File: src/gx_pkg.sv
// package of constants and types for the i2c gpio expander
package gx_pkg;
    // ----------------------------------------------------------------
    // target address and register selector encodings
    // ----------------------------------------------------------------
    localparam logic [5:0] ADDR_HI     = 6'h10; // upper six address bits
    localparam logic [1:0] SEL_INPUT   = 2'h0;  // pin_input_levels
    localparam logic [1:0] SEL_OUTPUT  = 2'h1;  // pin_output_latch
    localparam logic [1:0] SEL_INVERT  = 2'h2;  // input_invert_mask
    localparam logic [1:0] SEL_DIR     = 2'h3;  // pin_direction
    localparam logic [3:0] BYTE_BITS   = 4'h8;  // bits per byte
    localparam logic [3:0] TX_LAST     = 4'h7;  // last driven bit index
    // ----------------------------------------------------------------
    // reset values
    // ----------------------------------------------------------------
    localparam logic [7:0] OUT_RST     = 8'hFF;
    localparam logic [7:0] INV_RST     = 8'h00;
    localparam logic [7:0] DIR_RST     = 8'hFF;
    localparam logic [7:0] SEL_RST     = 8'h00;

    // writable port registers, carried as one bundle
    typedef struct packed {
        logic [7:0] out;   // pin_output_latch
        logic [7:0] inv;   // input_invert_mask
        logic [7:0] dir;   // pin_direction, 1 = input
    } gx_regs_t;

    // bus engine states
    typedef enum logic [2:0] {
        ST_IDLE, ST_RX, ST_ACK, ST_TX, ST_TXACK, ST_WAIT
    } gx_state_t;

    // meaning of the byte being received
    typedef enum logic [1:0] {K_ADDR, K_CMD, K_DATA} gx_kind_t;
endpackage : gx_pkg

File: src/gx_expander.sv
// i2c target register and transaction logic of an 8-bit port expander
// How it works
// - after read ack, device shifts register data
// - unaddressed command-only read gets no ack
// - address 0x20 or 0x21 by select pin
// - address last bit: 1 read, 0 write
// - first written byte goes to selector
// - low two selector bits pick register
// - selector is writable; reads back only when upper six bits set
// - input register shows pins, ignores writes
// - latch drives outputs, reads latch, resets ones
// - invert mask flips input pins, resets zero
// - direction 1 input, 0 output, resets ones
// - stop anytime; last acked data stands
// - selector persists across transactions
// - reset low holds registers and engine
`timescale 1ns/1ps
module gx_expander (
    input  wire logic       mclk_i,          // 40 MHz system clock
    input  wire logic       resetn_i,        // sync reset, active low
    input  wire logic       rst_pin_n_i,     // device reset pin
    input  wire logic       addr_sel_i,      // address select pin
    input  wire logic       scl_i,           // bus clock pin level
    input  wire logic       sda_i,           // bus data pin level
    output logic            sda_o,           // data pin drive level
    output logic            sda_oe_n_o,      // low while pulling sda
    input  wire logic [7:0] port_pin_i,      // sensed port levels
    output logic      [7:0] port_pin_o,      // port drive levels
    output logic      [7:0] port_pin_oe_n_o  // low while driving
);
    import gx_pkg::*;

    // ----------------------------------------------------------------
    // synchronisers
    // ----------------------------------------------------------------
    logic [11:0] sync1;      // first stage, read only by sync2
    logic [11:0] sync2;      // second stage, safe to use
    logic        scl_q;      // previous scl sample
    logic        sda_q;      // previous sda sample

    // all pins share one two-stage chain
    always_ff @(posedge mclk_i) begin
        sync1 <= {rst_pin_n_i, addr_sel_i, scl_i, sda_i, port_pin_i};
        sync2 <= sync1;
        scl_q <= sync2[9];
        sda_q <= sync2[8];
    end

    logic [7:0] pin_s;       // synced port levels
    logic       scl_s;       // synced scl
    logic       sda_s;       // synced sda
    logic       rst;         // combined active-high reset
    assign pin_s = sync2[7:0];
    assign scl_s = sync2[9];
    assign sda_s = sync2[8];
    // reset pin is only honoured once synced, so a glitch cannot split
    // the register file across two clock edges
    assign rst   = !resetn_i || !sync2[11];

    // bus events seen on the system clock
    logic scl_rise, scl_fall, start_c, stop_c;
    assign scl_rise = scl_s && !scl_q;
    assign scl_fall = !scl_s && scl_q;
    assign start_c  = scl_s && scl_q && sda_q && !sda_s;
    assign stop_c   = scl_s && scl_q && !sda_q && sda_s;

    // ----------------------------------------------------------------
    // register file
    // ----------------------------------------------------------------
    gx_regs_t   regs;        // writable port registers
    logic [7:0] sel;         // register_selector
    logic [7:0] in_lvl;      // pin_input_levels view
    logic [7:0] rd_val;      // value offered to a read
    logic [6:0] my_addr;     // our target address

    assign my_addr = {ADDR_HI, sync2[10]};
    // inversion applies to input-configured pins only
    assign in_lvl  = pin_s ^ (regs.inv & regs.dir);

    // read mux; a selector with upper bits set reads itself back
    always_comb begin
        rd_val = sel;
        if (sel[7:2] == 6'h00) begin
            case (sel[1:0])
                SEL_INPUT:  rd_val = in_lvl;
                SEL_OUTPUT: rd_val = regs.out;
                SEL_INVERT: rd_val = regs.inv;
                default:    rd_val = regs.dir;
            endcase
        end
    end

    // port drivers come straight from latch and direction flops
    assign port_pin_o      = regs.out;
    assign port_pin_oe_n_o = regs.dir;

    // ----------------------------------------------------------------
    // bus engine
    // ----------------------------------------------------------------
    gx_state_t  state;       // engine state
    gx_kind_t   kind;        // meaning of byte under receive
    logic [3:0] bitcnt;      // bits moved in this byte
    logic [7:0] rx_sh;       // receive shifter
    logic [7:0] tx_sh;       // transmit shifter
    logic       ack_tx;      // after our ack, go transmit
    logic       m_ack;       // controller acked our byte
    logic       byte_done;   // eighth bit received, ack slot next

    assign byte_done = (state == ST_RX) && scl_fall && bitcnt == BYTE_BITS;

    // open drain: only ever pull low
    assign sda_o      = 1'b0;
    assign sda_oe_n_o = !((state == ST_ACK) ||
                          (state == ST_TX && !tx_sh[7]));

    // state, counters and shifters
    always_ff @(posedge mclk_i) begin
        if (rst) begin
            state  <= ST_IDLE;
            kind   <= K_ADDR;
            bitcnt <= 4'h0;
            rx_sh  <= 8'h00;
            tx_sh  <= 8'hFF;
            ack_tx <= 1'b0;
            m_ack  <= 1'b0;
        end else if (start_c) begin
            // start or repeated start always re-arms address receive
            state  <= ST_RX;
            kind   <= K_ADDR;
            bitcnt <= 4'h0;
        end else if (stop_c) begin
            state  <= ST_IDLE;
        end else begin
            case (state)
                ST_RX: begin
                    if (scl_rise && bitcnt != BYTE_BITS) begin
                        rx_sh  <= {rx_sh[6:0], sda_s};
                        bitcnt <= bitcnt + 4'h1;
                    end else if (byte_done) begin
                        bitcnt <= 4'h0;
                        ack_tx <= 1'b0;
                        state  <= ST_ACK;
                        case (kind)
                            K_ADDR: begin
                                // foreign address: stay off the bus
                                if (rx_sh[7:1] != my_addr) begin
                                    state <= ST_WAIT;
                                end else if (rx_sh[0]) begin
                                    ack_tx <= 1'b1;
                                end else begin
                                    kind <= K_CMD;
                                end
                            end
                            default: begin
                                kind <= K_DATA;
                            end
                        endcase
                    end
                end
                ST_ACK: begin
                    // hold ack low through the ninth clock
                    if (scl_fall) begin
                        bitcnt <= 4'h0;
                        tx_sh  <= rd_val;
                        state  <= ack_tx ? ST_TX : ST_RX;
                    end
                end
                ST_TX: begin
                    if (scl_fall) begin
                        if (bitcnt == TX_LAST) begin
                            state <= ST_TXACK;
                        end else begin
                            tx_sh  <= {tx_sh[6:0], 1'b1};
                            bitcnt <= bitcnt + 4'h1;
                        end
                    end
                end
                ST_TXACK: begin
                    if (scl_rise) begin
                        m_ack <= !sda_s;
                    end else if (scl_fall) begin
                        // no auto increment: same register again
                        bitcnt <= 4'h0;
                        tx_sh  <= rd_val;
                        state  <= m_ack ? ST_TX : ST_WAIT;
                    end
                end
                ST_WAIT: begin
                    state <= ST_WAIT;  // released until start or stop
                end
                default: begin
                    state <= ST_IDLE;
                end
            endcase
        end
    end

    // selector capture; writes take effect at the ack slot
    always_ff @(posedge mclk_i) begin
        if (rst) begin
            sel <= SEL_RST;
        end else if (byte_done && kind == K_CMD) begin
            sel <= rx_sh;
        end
    end

    // data writes; the input register silently drops them
    always_ff @(posedge mclk_i) begin
        if (rst) begin
            regs <= '{OUT_RST, INV_RST, DIR_RST};
        end else if (byte_done && kind == K_DATA &&
                     sel[7:2] == 6'h00) begin
            case (sel[1:0])
                SEL_OUTPUT: regs.out <= rx_sh;
                SEL_INVERT: regs.inv <= rx_sh;
                SEL_DIR:    regs.dir <= rx_sh;
                default:    regs.out <= regs.out;
            endcase
        end
    end
endmodule // gx_expander

File: config.mk
export PLATFORM = sky130hd
export DESIGN_NAME = gx_expander
export DESIGN_NICKNAME = d
export VERILOG_FILES = /design/src/gx_pkg.sv /design/src/gx_expander.sv
export SDC_FILE = /design/constraint.sdc
export NUM_CORES = 1
export LEC_CHECK = 0
export BUFFER_PORTS_ARGS = -buffer_cell sky130_fd_sc_hd__buf_2
export CORE_MARGIN = 8
export CORE_UTILIZATION = 40
export CTS_BUF_LIST = sky130_fd_sc_hd__clkbuf_4 sky130_fd_sc_hd__clkbuf_8 sky130_fd_sc_hd__clkbuf_16
export CTS_CLUSTER_DIAMETER = 120
export DETAILED_ROUTE_END_ITERATION = 10
export HOLD_SLACK_MARGIN = 0.15
export SLEW_MARGIN = 30
export SYNTH_ARGS = -nofsm -noshare
export SYNTH_HDL_FRONTEND = slang
export SYNTH_SLANG_ARGS = --single-unit
export TNS_END_PERCENT = 5
File: constraint.sdc
create_clock -name mclk_i -period 6.1 [get_ports mclk_i]
set_clock_uncertainty 0.1 [all_clocks]
set_input_delay 0.61 -clock mclk_i [delete_from_list [all_inputs] [get_ports mclk_i]]
set_output_delay 0.61 -clock mclk_i [all_outputs]
set_load 0.01 [all_outputs]
==> impl_metrics.csv <==
group,metric,value,unit
grt,grt_pass1_wl,14000,microns
cts,h-tree-depth,3,
setup_path,critPathKind,"reg2reg",
logic_synthesis,synth.distinct_cells,56,
cts,hold_buffers,0,
die,die_area,13200,sq um
placement,place_congestion,0.817,
logic_synthesis,synth_top_area_share,43.5,%
logic_synthesis,yosys.area.top_type,"dfxtp_1",
sta,worst_slew_pin_slew,893,ps
routing,vias,2925,
die,fp.dieW,115,microns
grt,grt_use_met3,2.99,%
die,ios,32,
job,cap_violations,0,
die,die-height,115,microns
placement,port_buffers,30,
finish,finalInstanceArea,4200,sq um
setup_path,cp-end-kind,"register",
die,rows,36,
cts,cts_setup_buffers,0,
grt,grt_max_degree,41,
sta,setup_viol_count_final,0,
logic_synthesis,syn_inst,421,
power,ir_drop,0.117,mV
run_status,outcome,"completed",
cts,cts_tree,"done",
sta,relSlewSlack,40.0,%
power,power.density,228,nW/um^2
routing,via_per_inst,5.20,
cts,cts.clk_slew.worst_paths,90,ps
sta,layout_min_cycle_time,2580,ps
finish,multi_input_area,1940,sq um
grt,grt-busiest-layer,"met2",
setup_path,critPathSlowestCell,"nor4_4",
logic_synthesis,synthArstFlopShare,0,%
sta,max_freq,387,MHz
grt,grt_use_met2,21.2,%
power,leakage,1.39,nW
cts,clock_path_buffers,2,
routing,routed_wl,8540,microns
setup_path,arrival,2710,ps
grt,grt-ovfl-total,0,
min_path,hp-class,"reg2reg",
routing,antenna_left,0,
finish,fillers,1007,
sta,finalCritPeriodShare,42.3,%
logic_synthesis,ys_warn_count,0,
setup_path,cp-start-kind,"register",
logic_synthesis,synth.top_cells.by_count,"85 x dfxtp_1, 49 x mux2i_1, 38 x nor2_1, 35 x nand2_1, 21 x o21ai_0",
routing,first_pass_iters,4,
sta,rsz0062_at_grt,"false",
logic_synthesis,ys_ff_latch,85,
setup_path,crit_family,"simple AND/OR/NAND/NOR gates",
cts,clock_sinks,85,
finish,layout.nets,443,
setup_path,cp_cell_sequence,"inv_1, nor4_4, mux2i_1, nor2_1",
logic_synthesis,syn-cell-area,3910,sq um
die,design.core.area,9640,sq um
sta,final_max_slew_viol_count,0,
logic_synthesis,synth-seq-area-share,43.5,%
finish,regArea,1700,sq um
cts,worstSkewPairLatency,350,ps
cts,cts_root_buffer,"clkbuf_8",
logic_synthesis,synthTopCellsByArea,"dfxtp_1 44%, mux2i_1 13%, nor2_1 3.7%",
finish,antenna_cells,0,
finish,area_growth,7.36,%
grt,antenna_found_initial,0,
die,start_util,40.5,%
placement,placed_area,4020,sq um
setup_path,crit_path_max_fanout,20,
grt,track_usage,13.3,%
grt,grt_pass1_vias,2805,
routing,routedWlPerCell,15.2,microns
cts,cts.repair.resized,0,
logic_synthesis,synth_ff_type,"dfxtp_1",
finish,drive_above_1_share,14.5,%
logic_synthesis,synth_area_per_cell,9.28,sq um
sta,setup_tns,0,ps
routing,remaining_drc_errors,0,
setup_path,cp.required,6220,ps
cts,cts-buffers-inserted,9,
placement,dpl.hpwl,5990,microns
logic_synthesis,yosysMostFrequentCell,"dfxtp_1",
setup_path,cp_num_buf_inv,1,
grt,met1_usage,17.0,%
logic_synthesis,syn-num-nets,439,
logic_synthesis,synth_edf_count,0,
sta,finalHoldViolations,0,
routing,drt_iter0_markers,166,
setup_path,critical_path.max_stage_delay,880,ps
## placed cells by master, fill, tap and decap left out, drive strengths merged, types with 3 or more instances in the layout
cell and count:
dfxtp 85, mux2i 49, nor2 38, nand2 35
buf 32, o21ai 22, a21oi 20, nand3 20
inv 16, clkbuf 9, nor3 8, o221ai 7
a311oi 6, nor2b 5, nand2b 5, nor4 5
a22oi 5, o211ai 4, o22ai 4, a31oi 4
ha 4, clkinvlp 4, and2 3, and3b 3
nor4bb 3, nor3b 3
## final timing paths
kind	from	to	slack, ps	depth (start not counted)
worst min-delay path	sync1[9]$_DFF_P_	sync2[9]$_DFF_P_	230	0
worst max-delay path	sel[1]$_SDFFE_PP0P_	regs[10]$_SDFFE_PP0P_	3520	4
worst max register to register	sel[1]$_SDFFE_PP0P_	regs[10]$_SDFFE_PP0P_	3520	4
worst min register to register	sync1[9]$_DFF_P_	sync2[9]$_DFF_P_	230	0
## sequential cells by signal, indices dropped and copies added (netlist names)
signal and flops:
scl_q 1, bitcnt 4, ack_tx 1, m_ack 1, sync1 12, sync2 12, port_pin_o 8, kind 2
sda_q 1, tx_sh 8, sel 8, rx_sh 8, regs 8, port_pin_oe_n_o 8, state 3
## power breakdown
part | internal (W) | total, W | switching, W
Sequential | 0.000564 | 0.000570 | 0.00000634
Combinational | 0.0000121 | 0.0000291 | 0.0000170
Clock | 0.000148 | 0.000358 | 0.000210
## final cells by class
| class | instances | area share (%) |
|---|---|---|
| clock buffer | 9 | 2.95 |
| clock inverter | 6 | 1.13 |
| inverter | 14 | 1.25 |
| multi-input combinational | 283 | 46.2 |
| sequential | 85 | 40.6 |
| tap | 133 | 3.97 |
| timing repair buffer | 32 | 3.94 |
## metal layers
layer / vias to the layer above / share of wire (%)
met5: - / 0
met4: 0 / 1.2
met3: 7 / 3.4
met2: 54 / 45
met1: 1378 / 51
li1: 1486 / -
## metrics by stage
stage | cells | setup WS [ps] | power [W] | hold slack, ps | utilization [%]
floorplan | 421 | 4120 | 0.000602 | 210 | -
detailed placement | 547 | 3460 | 0.000612 | 212 | 41.7
global placement | 547 | 3520 | 0.000612 | 210 | 41.7
global route | 562 | 3370 | 0.000999 | 218 | 43.5
CTS | 562 | 3440 | 0.000970 | 230 | 43.5
finish | 562 | 3520 | 0.000957 | 233 | 43.5
## logic make-up after synthesis
logic type | Yosys count | share of synthesized area [%]
AO/OA/AOI/OAI | 87 | 14.8
XOR/XNOR | 3 | 0.673
flip-flops | 85 | 43.5
buffers and inverters | 53 | 6.88
AND/OR/NAND/NOR | 139 | 20.2
other | 1 | 0.0960
multiplexers | 49 | 12.6
adder cells (fa/ha/maj) | 4 | 1.28
(Power assumes the default switching activity.)
